**src/verilog/sps_pkg.sv**
```systemverilog
package sps_pkg;

  localparam int unsigned NUM_PINS = 16;
  localparam int unsigned NUM_IRQ  = 8;

  // pin positions of the shared functions
  localparam int unsigned PIN_I2C_DATA_A = 3;
  localparam int unsigned PIN_I2C_CLK_A  = 4;
  localparam int unsigned PIN_DEBUG      = 8;
  localparam int unsigned PIN_I2C_DATA_B = 9;
  localparam int unsigned PIN_BUZZER     = 10;
  localparam int unsigned PIN_AMP_POS    = 11;
  localparam int unsigned PIN_AMP_NEG    = 12;
  localparam int unsigned PIN_AMP_OUT    = 13;

  // buzzer frequency codes taken from the watch prescaler
  localparam logic [2:0] BUZ_WATCH_SRC_0 = 3'h5;
  localparam logic [2:0] BUZ_WATCH_SRC_1 = 3'h6;
  localparam logic [2:0] BUZ_WATCH_SRC_2 = 3'h7;

  localparam logic [NUM_PINS-1:0] PINS_ALL_ONE = 16'hFFFF;
  localparam logic [NUM_PINS-1:0] PINS_ZERO    = 16'h0000;
  localparam logic [NUM_PINS-NUM_IRQ-1:0] IRQ_PAD = 8'h00;

  typedef enum logic [4:0] {
    SPS_ST_RESET  = 5'h01,
    SPS_ST_RUN    = 5'h02,
    SPS_ST_SLEEP  = 5'h04,
    SPS_ST_STOP   = 5'h08,
    SPS_ST_WATCH  = 5'h10
  } sps_state_t;

endpackage : sps_pkg

```
**src/verilog/sps_pin_ctrl.sv**
```systemverilog
module sps_pin_ctrl
  import sps_pkg::*;
(
  input  wire logic                          clk,
  input  wire logic                          rst,
  input  wire logic                          sleep_mode,
  input  wire logic                          stop_mode,
  input  wire logic                          watch_mode,
  input  wire logic                          standby_float_select,
  input  wire logic [sps_pkg::NUM_PINS-1:0]  port_dout,
  input  wire logic [sps_pkg::NUM_PINS-1:0]  port_drive,
  input  wire logic [sps_pkg::NUM_PINS-1:0]  pad_in,
  input  wire logic [sps_pkg::NUM_IRQ-1:0]   ext_irq_enable,
  input  wire logic                          i2c_on_pins_a,
  input  wire logic                          i2c_on_pins_b,
  input  wire logic                          i2c_wake_enable,
  input  wire logic                          on_chip_debug_mode,
  input  wire logic [2:0]                    buzzer_freq_select,
  input  wire logic                          analog_amplifier_enable,
  output logic      [sps_pkg::NUM_PINS-1:0]  pad_out,
  output logic      [sps_pkg::NUM_PINS-1:0]  pad_oe_n,
  output logic      [sps_pkg::NUM_PINS-1:0]  in_gate_en,
  output logic      [sps_pkg::NUM_PINS-1:0]  core_in
);
  import sps_pkg::*;

  function automatic logic is_watch_src(input logic [2:0] sel);
    is_watch_src = (sel == BUZ_WATCH_SRC_0) || (sel == BUZ_WATCH_SRC_1) ||
                   (sel == BUZ_WATCH_SRC_2);
  endfunction : is_watch_src

  function automatic logic [NUM_PINS-1:0] pin_bit(input int unsigned idx);
    logic [NUM_PINS-1:0] m;
    m      = PINS_ZERO;
    m[idx] = 1'b1;
    pin_bit = m;
  endfunction : pin_bit

  sps_state_t          state_ff;
  sps_state_t          nxt_state;
  logic [NUM_PINS-1:0] hold_dout_ff;
  logic [NUM_PINS-1:0] hold_drive_ff;
  logic [NUM_PINS-1:0] pad_out_ff;
  logic [NUM_PINS-1:0] pad_oe_n_ff;
  logic [NUM_PINS-1:0] in_gate_en_ff;
  logic [NUM_PINS-1:0] core_in_ff;
  logic                standby;
  logic [NUM_PINS-1:0] irq_m;
  logic [NUM_PINS-1:0] live_m;
  logic [NUM_PINS-1:0] gate_m;
  logic [NUM_PINS-1:0] amp_m;
  logic [NUM_PINS-1:0] nxt_out;
  logic [NUM_PINS-1:0] nxt_oe_n;

  always_comb begin
    case (1'b1)
      stop_mode:  nxt_state = SPS_ST_STOP;
      watch_mode: nxt_state = SPS_ST_WATCH;
      sleep_mode: nxt_state = SPS_ST_SLEEP;
      default:    nxt_state = SPS_ST_RUN;
    endcase
  end

  always_ff @(posedge clk) begin
    if (rst) begin
      state_ff <= SPS_ST_RESET;
    end else begin
      state_ff <= nxt_state;
    end
  end

  always_comb begin
    case (state_ff)
      SPS_ST_STOP:  standby = 1'b1;
      SPS_ST_WATCH: standby = 1'b1;
      default:      standby = 1'b0;
    endcase
  end

  assign irq_m = {IRQ_PAD, ext_irq_enable};
  assign amp_m = pin_bit(PIN_AMP_POS) | pin_bit(PIN_AMP_NEG) | pin_bit(PIN_AMP_OUT);

  // pins that keep their live function through standby
  always_comb begin
    live_m = PINS_ZERO;
    if (on_chip_debug_mode) begin
      live_m = live_m | pin_bit(PIN_DEBUG);
    end
    if (analog_amplifier_enable) begin
      live_m = live_m | amp_m;
    end
    if (!standby_float_select && is_watch_src(buzzer_freq_select)) begin
      live_m = live_m | pin_bit(PIN_BUZZER);
    end
  end

  // input gates left open in standby
  always_comb begin
    gate_m = live_m & ~pin_bit(PIN_BUZZER);
    gate_m = gate_m | irq_m;
    if (i2c_on_pins_a && i2c_wake_enable) begin
      gate_m = gate_m | pin_bit(PIN_I2C_DATA_A) | pin_bit(PIN_I2C_CLK_A);
    end
    if (i2c_on_pins_b && i2c_wake_enable) begin
      gate_m = gate_m | pin_bit(PIN_DEBUG) | pin_bit(PIN_I2C_DATA_B);
    end
  end

  // last driven state captured while not in standby
  always_ff @(posedge clk) begin
    if (rst) begin
      hold_dout_ff  <= PINS_ZERO;
      hold_drive_ff <= PINS_ZERO;
    end else if (!standby) begin
      hold_dout_ff  <= port_dout;
      hold_drive_ff <= port_drive;
    end
  end

  always_comb begin
    if (standby && standby_float_select) begin
      nxt_out  = (port_dout & live_m) | (hold_dout_ff & ~live_m);
      nxt_oe_n = ~(port_drive & live_m);
    end else if (standby) begin
      nxt_out  = (port_dout & live_m) | (hold_dout_ff & ~live_m);
      nxt_oe_n = ~((port_drive & live_m) | (hold_drive_ff & ~live_m));
    end else begin
      nxt_out  = port_dout;
      nxt_oe_n = ~port_drive;
    end
  end

  always_ff @(posedge clk) begin
    if (rst || state_ff == SPS_ST_RESET) begin
      pad_out_ff    <= PINS_ZERO;
      pad_oe_n_ff   <= PINS_ALL_ONE;
      in_gate_en_ff <= PINS_ALL_ONE;
      core_in_ff    <= PINS_ZERO;
    end else begin
      pad_out_ff    <= nxt_out;
      pad_oe_n_ff   <= nxt_oe_n;
      in_gate_en_ff <= standby ? gate_m : PINS_ALL_ONE;
      core_in_ff    <= pad_in & (standby ? gate_m : PINS_ALL_ONE);
    end
  end

  assign pad_out    = pad_out_ff;
  assign pad_oe_n   = pad_oe_n_ff;
  assign in_gate_en = in_gate_en_ff;
  assign core_in    = core_in_ff;
endmodule : sps_pin_ctrl

```
**config.mk**
```make
export PLATFORM = sky130hd
export DESIGN_NAME = sps_pin_ctrl
export DESIGN_NICKNAME = d
export VERILOG_FILES = /design/src/verilog/sps_pkg.sv /design/src/verilog/sps_pin_ctrl.sv
export SDC_FILE = /design/constraint.sdc
export NUM_CORES = 1
export LEC_CHECK = 0
export BUFFER_PORTS_ARGS = -buffer_cell sky130_fd_sc_hd__buf_4
export CAP_MARGIN = 5
export CORE_MARGIN = 2
export CORE_UTILIZATION = 40
export CTS_CLUSTER_DIAMETER = 60
export DETAILED_ROUTE_END_ITERATION = 12
export PLACE_DENSITY = 0.68
export SLEW_MARGIN = 5
export SYNTH_ARGS = -nofsm -noshare
export SYNTH_HDL_FRONTEND = slang
export SYNTH_SLANG_ARGS = --single-unit
```
**constraint.sdc**
```tcl
create_clock -name clk -period 2.35 [get_ports clk]
set_input_delay 0.5875 -clock clk [delete_from_list [all_inputs] [get_ports clk]]
set_output_delay 0.5875 -clock clk [all_outputs]
set_load 0.01 [all_outputs]
```
After elaboration in Yosys (flattened, before gate mapping)

Index checks and enable logic that the tools add are counted.

Bits in latches: 0
Bits in read-only memories: 0
Input port bits: 70
Memory bits (writable): 0
Memories: 0
Output and inout port bits: 64
Logic and storage cells: 52
Register bits after elaboration: 101

Equality and inequality tests: 6
Shifts and indexed selects: 0
Div/mod/pow operators: 0
Magnitude comparators: 0
Reduce and logical (&&, ||, !) cells: 11
Multiplexer cells: 14
$mul: 0
Bitwise gates (word level): 12
Add/sub/neg operators: 0

Operators by type and width:

| kind                                          | number |
|---|---|
| 2-to-1 mux 16 bit                             | 5 |
| bitwise AND 16 bit                            | 3 |
| inverter 16 bit                               | 3 |
| bitwise AND 16 x 14 -> 16 bit                 | 2 |
| OR 16 bit                                     | 2 |
| inverter 14 -> 16 bit                         | 1 |
| 2-to-1 mux 14 bit                             | 1 |
| OR 14 x 8 -> 14 bit                           | 1 |
| 2-to-1 mux 11 bit                             | 1 |
| 2-to-1 mux 10 bit                             | 1 |
| 2-to-1 mux 5 bit                              | 2 |
| == test 3 bit, second input constant          | 3 |
| 2-to-1 mux 9 bit                              | 1 |
| == test 5 x 1 -> 1 bit, second input constant | 1 |
| == test 5 x 4 -> 1 bit, second input constant | 1 |
| == test 5 bit, second input constant          | 1 |
| logical AND 1 bit                             | 4 |
| 2-to-1 mux 4 bit                              | 1 |
| OR reduction 2 bit                            | 2 |
| logical OR 1 bit                              | 3 |
| 2-to-1 mux 3 bit                              | 1 |
| OR reduction 3 bit                            | 1 |
| zero test 1 bit                               | 1 |
| 2-to-1 mux 1 bit                              | 1 |

Longest topological paths before layout

Gate-level depths: netlist (run 1).

Depth after elaboration: 11
Depth in mapped cells: 6
Mapped depth without buffers: 3

Worst setup path after synthesis (run 1)

No wires, ideal clock.

Path type: input-to-reg
Start point: input port standby_float_select
End point: register pad_oe_n_ff[0] (netlist: pad_oe_n[0])
Library setup time: 0.114 ns
Stages on the path: 4
Path buffers: 1
Data required time: 2.236 ns
Slack: 0.596 ns
Data arrival time: 1.640 ns
Cells stage by stage: or4_4 buf_6 or3b_1 a21o_1

Word-level cells in the longest chain between the ends: 2

RTL lines:

| what                   | RTL line            | RTL |
|---|---|---|
| start: declaration     | sps_pin_ctrl.sv:9   | `input wire logic standby_float_select,` |
| logical AND 1 bit      | sps_pin_ctrl.sv:121 | `if (standby && standby_float_select) begin` |
| 2-to-1 mux 16 bit      | sps_pin_ctrl.sv:121 |  |
| end signal: assignment | sps_pin_ctrl.sv:141 | `pad_oe_n_ff <= nxt_oe_n;` |
| end: declaration       | sps_pin_ctrl.sv:44  | `logic [NUM_PINS-1:0] pad_oe_n_ff;` |

No other way between the ends.
A chain may end at the register's enable or synchronous reset.

Final worst setup path (run 1)

Start point: register state_ff[4]
End point: register pad_oe_n_ff[9] (netlist: pad_oe_n[9])

Word-level cells in the longest chain between the ends: 5
Elaborated cells between the ends (all ways): 9
Classes of those cells: 3 x eq/ne; 3 x mux; 3 x reduce/logical

RTL lines:

| what                                                           | RTL line                                 | RTL |
|---|---|---|
| start: declaration                                             | sps_pin_ctrl.sv:39                       | `sps_state_t state_ff;` |
| start signal: assignment                                       | sps_pin_ctrl.sv:68                       | `state_ff <= nxt_state;` |
| == test 5 bit / == test 5 x 4 -> 1 bit (equally long branches) | sps_pin_ctrl.sv:73                       | `case (state_ff)` |
| OR reduction 2 bit (no source line)                            | -                                        |  |
| 2-to-1 mux 1 bit                                               | sps_pin_ctrl.sv:73                       |  |
| 2-to-1 mux 16 bit / logical AND 1 bit (equally long branches)  | sps_pin_ctrl.sv:124, sps_pin_ctrl.sv:121 |  |
| 2-to-1 mux 16 bit                                              | sps_pin_ctrl.sv:121                      |  |

Several ways; a longest one is shown, not always the timed one.

==> summary.md, run 1 <==
| Metric | Value |
|---|---|
| Outcome | `complete, no violations` |
| Post-synth EDFFs | `0` |
| RSZ-0062 raised after global routing | `false` |
| Async set-reset flop share out of synthesis | `0%` |
| Clock slew at reported path FFs | `0.08 ns` |
| Placeable Area | `8260 um^2` |
| Register area share after synthesis | `56.9%` |
| Largest net degree at the start of global routing | `43` |
| Period utilization | `between 70 and 80%` |
| Final Instance Area | `between 4000 and 5000 um^2` |
| Vias in the first global route | `2,791` |
| Switching share of power | `approximately 24%` |
| Residual DRC | `0` |
| Crit path from | `state_ff[4]` |
| # nets final | `536` |
| Fmax | `533 MHz` |
| Dpl cell area | `approximately 4500 um^2` |
| Hold Crit Class | `primary input to register` |
| Gpl congestion | `0.853` |
| Clock network fraction of total power | `33.6%` |
| H-tree levels | `3` |
| Die area | `9290 um^2` |
| Hold Vio Cnt, Final | `0` |
| Boundary Pins | `134` |
| Post-synth top area share | `56.9%` |
| Postcts setup bufs | `0` |
| CTS buffer count | `9` |
| Sequential power share | `52.3%` |
| #FFs+latches synth | `between 90 and 100` |
| Vias per inst | `5.26` |
| First-pass GRT wire length | `13,600 um` |
| Setup violations, final | `0` |
| Later-pin clock latency in the skew report | `~0.35 ns` |
| Filler cell count | `741` |
| ANT cells | `0` |
| Post-synth top cells | `dfxtp_1, a21oi_1, o21ai_0` |
| Number of cells on the worst hold path | `2` |
| Max incr delay on CP | `0.55 ns` |
| Row cnt | `33` |
| Layout cell share with drive strength beyond 1 | `35.1%` |
| Setup crit end kind | `register` |
| Post-detail-place hpwl | `6000 um` |
| Antenna violations before repair | `0` |
| CTS tree | `done` |
| Starting Density | `41.3%` |
| Syn_nets | `415` |
| Comb pwr share | `roughly 14%` |
| PwrDens | `723 nW/um^2` |
| Synth area leader | `dfxtp_1` |
| Mapped Area | `3410 um^2` |
| Maximum Capacitance Violations | `0` |
| Worst-Margin Slew | `0.837 ns` |
| Final min period | `approximately 1.9 ns` |
| Gr usage total | `19.1%` |
| Syn Inst Count | `345` |
| Chip width | `96.4 um` |
| Area growth syn-to-layout | `37.9%` |
| TritonCTS Sinks | `97` |
| Setup TNS | `0 ns` |
| Max clock buf depth | `2` |
| Crit-path cells | `xnor2_2 > buf_12 > or3b_2 > a21o_1` |
| CP Buf/Inv Count | `1` |
| DR iter-0 viols | `153` |
| Yosys warnings | `0` |
| Levels on crit path | `4` |
| Crit-path slowest cell | `dfxtp_1` |
| Leak | `between 1.5 and 2 nW` |
| Router iterations before antenna repair | `4` |
| Data required, critical path | `2.60 ns` |
| CTS root buf | `clkbuf_8` |
| Grt ovf | `0` |
| Port Buffers | `133` |
| Int Pwr | `2.57 mW` |
| Vias | `about 3,000` |
| Netlist cell types | `41` |
| Die Ht | `roughly 96 um` |
| Ranking of synthesized cells by area | `dfxtp_1, a21oi_1, o21ai_0` |
| Post-synthesis area per instance | `about 9.9 um^2` |
| Crit-path max FO | `27` |
| R2r worst-path depth | `4` |
| Top FF cell, synth | `dfxtp_1` |
| Top-count cell post-synth | `dfxtp_1` |
| Total Wirelength | `8840 um` |
| Resize count post-CTS | `0` |
| Final ANT Viol Nets | `0` |
| Hold EP | `state_ff[1]` |
| FF-to-FF setup slack | `0.47 ns` |
| Clk_skew | `0.00712 ns` |
| Routed len/inst | `between 15 and 20 um` |
| Hold Buf Count CTS | `0` |
| Switching Power | `0.833 mW` |
| Hold Crit Start | `sleep_mode` |
| Slew margin rel. | `43.9%` |
| IR drop worst, VDD | `384 uV` |
| Startpoint types | `register` |
| WHS | `0.404 ns` |
| RR Startpoint | `state_ff[4]` |
| Reg-to-reg critical path endpoint | `pad_oe_n[9]` |
| Max Slew Vio Count | `0` |
| Crit path DAT | `~2.1 ns` |
| CP Class | `register to register` |
| CP delay by family, top | `flip-flops` |
worst register-to-register path, delay by kind of cell, from the launching register on:
kind | cells | cell delay (ns)
xor+xnor | 1 | 0.32
flops | 1 | 0.55
compound gates | 1 | 0.18
simple gates | 1 | 0.46
buf+inv | 1 | 0.26
layer usage:
metal / GRT usage (%) / part of all wire, %
met3: 6.21 / 8.9
met2: 30.6 / 45
met5: 0 / 0
met1: 24.5 / 45
met4: 5.99 / 1.6
cell usage in the layout (no fill, tap or decap), types with 2 or more instances in the layout:
cell type    n
nand2b_1     6
o211a_1      7
buf_4      141
inv_1        3
dfxtp_1     97
bufinv_16    2
nor4_1       4
o311a_1      3
clkbuf_8     9
mux2i_1      2
or3b_1      10
a21o_1      11
and3_1       7
or4_1        2
o21ai_0     40
a21oi_1     49
nor2b_1      3
or3_1        4
nand2_1      4
nand3_1     36
nor4b_1      4
a21boi_0     3
final cells by class:
| type | instances | area, um^2 | area share, % |
|---|---|---|---|
| sequential | 97 | 1940 | 41.2 |
| tap | 105 | 131 | 2.79 |
| timing repair buffer | 142 | 1080 | 22.9 |
| inverter | 3 | 11.3 | 0.239 |
| clock buffer | 10 | 128 | 2.71 |
| multi-input combinational | 213 | 1340 | 28.4 |
| clock inverter | 5 | 81.3 | 1.73 |
cells by family after synthesis:
group / Yosys count / synth area share (%)
simple gates: 91 / 16.9
flops: 97 / 56.9
mux: 2 / 0.586
compound gates: 118 / 20.2
buf+inv: 35 / 5.02
xor+xnor: 2 / 0.513
registers in the layout, summed over array words and instances, names as in the netlist:
register,cells
in_gate_en,12
pad_oe_n,16
pad_out,16
core_in,16
state_ff,5
hold_dout_ff,16
hold_drive_ff,16
metrics by stage:
step / setup WS [ns] / total power [mW] / cells / utilization [%]
after global routing: 0.319 / 3.56 / 575 / 57.0
after detailed placement: 0.356 / 2.30 / 560 / 54.5
final: 0.474 / 3.40 / 575 / 57.0
after CTS: 0.474 / 3.45 / 575 / 57.0
after global placement: 0.363 / 2.29 / 560 / 54.5
after floorplan: 0.596 / 2.04 / 345 / -
worst max path at each step:
stage,endpoint
CTS,pad_oe_n[9]
finish,pad_oe_n[9]
detailed placement,pad_oe_n[9]
global placement,pad_oe_n[9]
global route,in_gate_en[9]
floorplan,pad_oe_n[0]
power groups by stage:
stage	Sequential, mW	Combinational, mW	Clock, mW
global route	1.79	0.526	1.25
floorplan	1.84	0.205	0
detailed placement	1.82	0.481	0
finish	1.78	0.479	1.14
CTS	1.78	0.483	1.18
global placement	1.82	0.477	0
Note: power is estimated with default switching activity, not from simulation.
==> run 2, diff against run 1 <==
ABC_AREA = 1   (was unset)
clock period = 1.75 ns   (was 2.35 ns; I/O delays follow)
==> run 2 against run 1 <==
Compared with the run above: synthesized cell count up 26%; setup slack worse by 0.19 ns; synthesized area is 1.7% lower; cell area shrank 2.3%; sequential cell count stayed put; critical path depth rose by 3; core utilization decreased by 0.76 points; power grew 31%.
==> summary.md, run 2 <==
| Metric | Value |
|---|---|
| Outcome | `complete, no violations (unchanged)` |
| Hold Buf Count CTS | `0 (unchanged)` |
| Total Wirelength | `7570 um (was 8840 um)` |
| Placeable Area | `8180 um^2 (was 8260 um^2)` |
| CTS tree | `done (unchanged)` |
| Final ANT Viol Nets | `0 (unchanged)` |
| Crit-path max FO | `23 (was 27)` |
| ANT cells | `0 (unchanged)` |
| Most frequent cells in the layout | `nand2_1, buf_4, dfxtp_1 (was buf_4, dfxtp_1, a21oi_1)` |
| Resize count post-CTS | `0 (unchanged)` |
| Residual DRC | `0 (unchanged)` |
| Die Ht | `95.6 um (was 96.4 um)` |
| CP Class | `register to register (unchanged)` |
| Max clock buf depth | `2 (unchanged)` |
| Router iterations before antenna repair | `4 (unchanged)` |
| Slew margin rel. | `66.8% (was 43.9%)` |
| Register area share after synthesis | `57.8% (was 56.9%)` |
| Max incr delay on CP | `0.32 ns (was 0.55 ns)` |
| XOR/XNOR share of the synthesized area | `0% (was 0.513%)` |
| Synth Area in Simple Gates | `27.6% (was 16.9%)` |
| Maximum Capacitance Violations | `0 (unchanged)` |
| Commonest non-fill, non-tap cell in the layout | `nand2_1 (was buf_4)` |
| Startpoint types | `register (unchanged)` |
| Postcts setup bufs | `0 (unchanged)` |
| Area growth syn-to-layout | `37.0% (was 37.9%)` |
| Hold Crit Class | `primary input to register (unchanged)` |
| PwrDens | `966 nW/um^2 (was 723 nW/um^2)` |
| Vias per inst | `4.49 (was 5.26)` |
| Port Buffers | `133 (unchanged)` |
| Setup TNS | `0 ns (unchanged)` |
| Later-pin clock latency in the skew report | `0.35 ns (about the same)` |
| CTS root buf | `clkbuf_8 (unchanged)` |
| Period utilization | `83.8% (was 79.8%)` |
| Async set-reset flop share out of synthesis | `0% (unchanged)` |
| Setup WS post-layout | `0.283 ns (was 0.474 ns)` |
| Final min period | `1.47 ns (was 1.88 ns)` |
| TritonCTS Sinks | `97 (unchanged)` |
| Largest net degree at the start of global routing | `32 (was 43)` |
| Yosys warnings | `0 (unchanged)` |
| Worst-Margin Slew | `0.498 ns (was 0.837 ns)` |
| CP delay by family, top | `simple AND/OR/NAND/NOR gates (was flip-flops)` |
| Top FF cell, synth | `dfxtp_1 (unchanged)` |
| Gpl congestion | `0.703 (was 0.853)` |
| Layout cell share with drive strength beyond 1 | `28.3% (was 35.1%)` |
| Syn_nets | `505 (was 415)` |
| Gr usage total | `17.0% (was 19.1%)` |
| Filler cell count | `778 (was 741)` |
| # nets final | `633 (was 536)` |
| Synth area leader | `dfxtp_1 (unchanged)` |
| First-pass GRT wire length | `12,000 um (was 13,600 um)` |
| Largest family of logic cells by synthesized area | `simple AND/OR/NAND/NOR gates (was compound AO/OA/AOI/OAI gates)` |
| Post-synth top cells | `nand2_1, dfxtp_1, nor2_1 (was dfxtp_1, a21oi_1, o21ai_0)` |
| Setup crit end kind | `register (unchanged)` |
| Netlist cell types | `19 (was 41)` |
| CTS buffer count | `9 (unchanged)` |
| Setup violations, final | `0 (unchanged)` |
| Vias | `3,022 (was 3,025)` |
| CP Buf/Inv Count | `1 (unchanged)` |
| Post-synth top area share | `57.8% (was 56.9%)` |
| Dpl cells | `657 (was 560)` |
| Post-synth EDFFs | `0 (unchanged)` |
| Grt ovf | `0 (unchanged)` |
| Clk_skew | `0.00841 ns (was 0.00712 ns)` |
| Clock slew at reported path FFs | `0.09 ns (was 0.08 ns)` |
| Crit-path cells | `nor2_1 > nand2_1 > nor2_4 > buf_4 > nand2_1 > nand2_1 > nand2_1 (was xnor2_2 > buf_12 > or3b_2 > a21o_1)` |
| Reg area | `1940 um^2 (unchanged)` |
| Die area | `9140 um^2 (was 9290 um^2)` |
| Hold Vio Cnt, Final | `0 (unchanged)` |
| Most used cell along the critical path | `nand2_1` |
| H-tree levels | `3 (unchanged)` |
| Routed len/inst | `11.2 um (was 15.4 um)` |
| Final Non-Filler Cells | `673 (was 575)` |
| Multi-input logic area | `1130 um^2 (was 1340 um^2)` |
| Mapped Area | `3360 um^2 (was 3410 um^2)` |
| Row cnt | `33 (unchanged)` |
| Antenna violations before repair | `0 (unchanged)` |
| Crit path DAT | `1.70 ns (was 2.12 ns)` |
| Top-count cell post-synth | `nand2_1 (was dfxtp_1)` |
| Dpl cell area | `4400 um^2 (was 4500 um^2)` |
| Mux cell area share after synthesis | `0% (was 0.586%)` |
| Boundary Pins | `134 (unchanged)` |
| DR iter-0 viols | `102 (was 153)` |
| Area share of fa/ha/maj cells after synthesis | `0% (unchanged)` |
| Post-synthesis area per instance | `7.72 um^2 (was 9.90 um^2)` |
| Chip width | `95.6 um (was 96.4 um)` |
| IR drop worst, VDD | `458 uV (was 384 uV)` |
| Syn Inst Count | `435 (was 345)` |
| Dpl ws | `0.268 ns (was 0.356 ns)` |
| #FFs+latches synth | `97 (unchanged)` |
| Max Slew Vio Count | `0 (unchanged)` |
| Compound-gate portion of the synthesized area | `5.93% (was 20.2%)` |
| Final Instance Area | `4600 um^2 (was 4710 um^2)` |
| Vias in the first global route | `2,772 (was 2,791)` |
| Starting Density | `41.1% (was 41.3%)` |
| Crit-path slowest cell | `dfxtp_1 (unchanged)` |
| Ranking of synthesized cells by area | `dfxtp_1, nand2_1, nor2_1 (was dfxtp_1, a21oi_1, o21ai_0)` |
| Data required, critical path | `1.98 ns (was 2.60 ns)` |
| Leak | `2.36 nW (was 1.99 nW)` |
| RSZ-0062 raised after global routing | `false (unchanged)` |
| Post-detail-place hpwl | `5480 um (was 6000 um)` |
| Fmax | `682 MHz (was 533 MHz)` |
run 2: changes by cell type after synthesis, moves of 25 or more:
| cell | delta |
|---|---|
| a21oi_1 | -25 |
| nand2_1 | +151 |
| nand3_1 | -26 |
| o21ai_0 | -26 |
| inv_1 | +37 |
| nor2_1 | +56 |
run 2: kinds of logic after synthesis:
group	count (synthesis)
simple gates	235
buf+inv	64
compound gates	39
flops	97
run 2: metrics by stage:
stage               hold slack (ns)  power, mW  util, %
detailed placement            0.443       3.06     53.9
finish                        0.247       4.44     56.3
CTS                           0.229       4.51     56.3
floorplan                     0.426       2.75        -
global placement              0.436       3.05     53.9
global route                  0.233       4.68     56.3
run 2: worst reg2reg max path: cells and delay by family, from the launching register on:
kind                   cells  cell delay, ns
flip-flops                 1            0.32
AND/OR/NAND/NOR            6            0.74
buffers and inverters      1            0.31
run 2: area by class of cell:
cell class	instances	share of cell area, %
clock inverters	4	1.12
clock buffers	12	3.15
repair buffers	140	22.8
well taps	105	2.86
flip-flops and latches	97	42.2
inverters	41	3.35
multi-input cells	274	24.5
run 2: power breakdown:
| part | switching, mW | leakage, nW | total [mW] | internal, mW |
|---|---|---|---|---|
| Sequential | 0.0419 | 0.802 | 2.39 | 2.34 |
| Combinational | 0.315 | 1.46 | 0.611 | 0.296 |
| Clock | 0.742 | 0.0970 | 1.45 | 0.705 |
| Total | 1.10 | 2.36 | 4.44 | 3.34 |
run 2: path summary, 6_finish.rpt:
path	from	endpoint	slack (ns)	depth (start not counted)
max	state_ff[1]	pad_oe_n[0]	0.28	7
min	sleep_mode	state_ff[1]	0.25	2
max reg2reg	state_ff[1]	pad_oe_n[0]	0.28	7
min reg2reg	hold_drive_ff[12]	hold_drive_ff[12]	0.45	2
run 2: layer usage:
metal  wire [um]  track usage (%)  up-vias
li1            -                -     1568
met1        3230             20.5     1335
met2        3580             28.7      109
met3         640             4.03       10
met4         119             7.14        0
met5           0                0        -
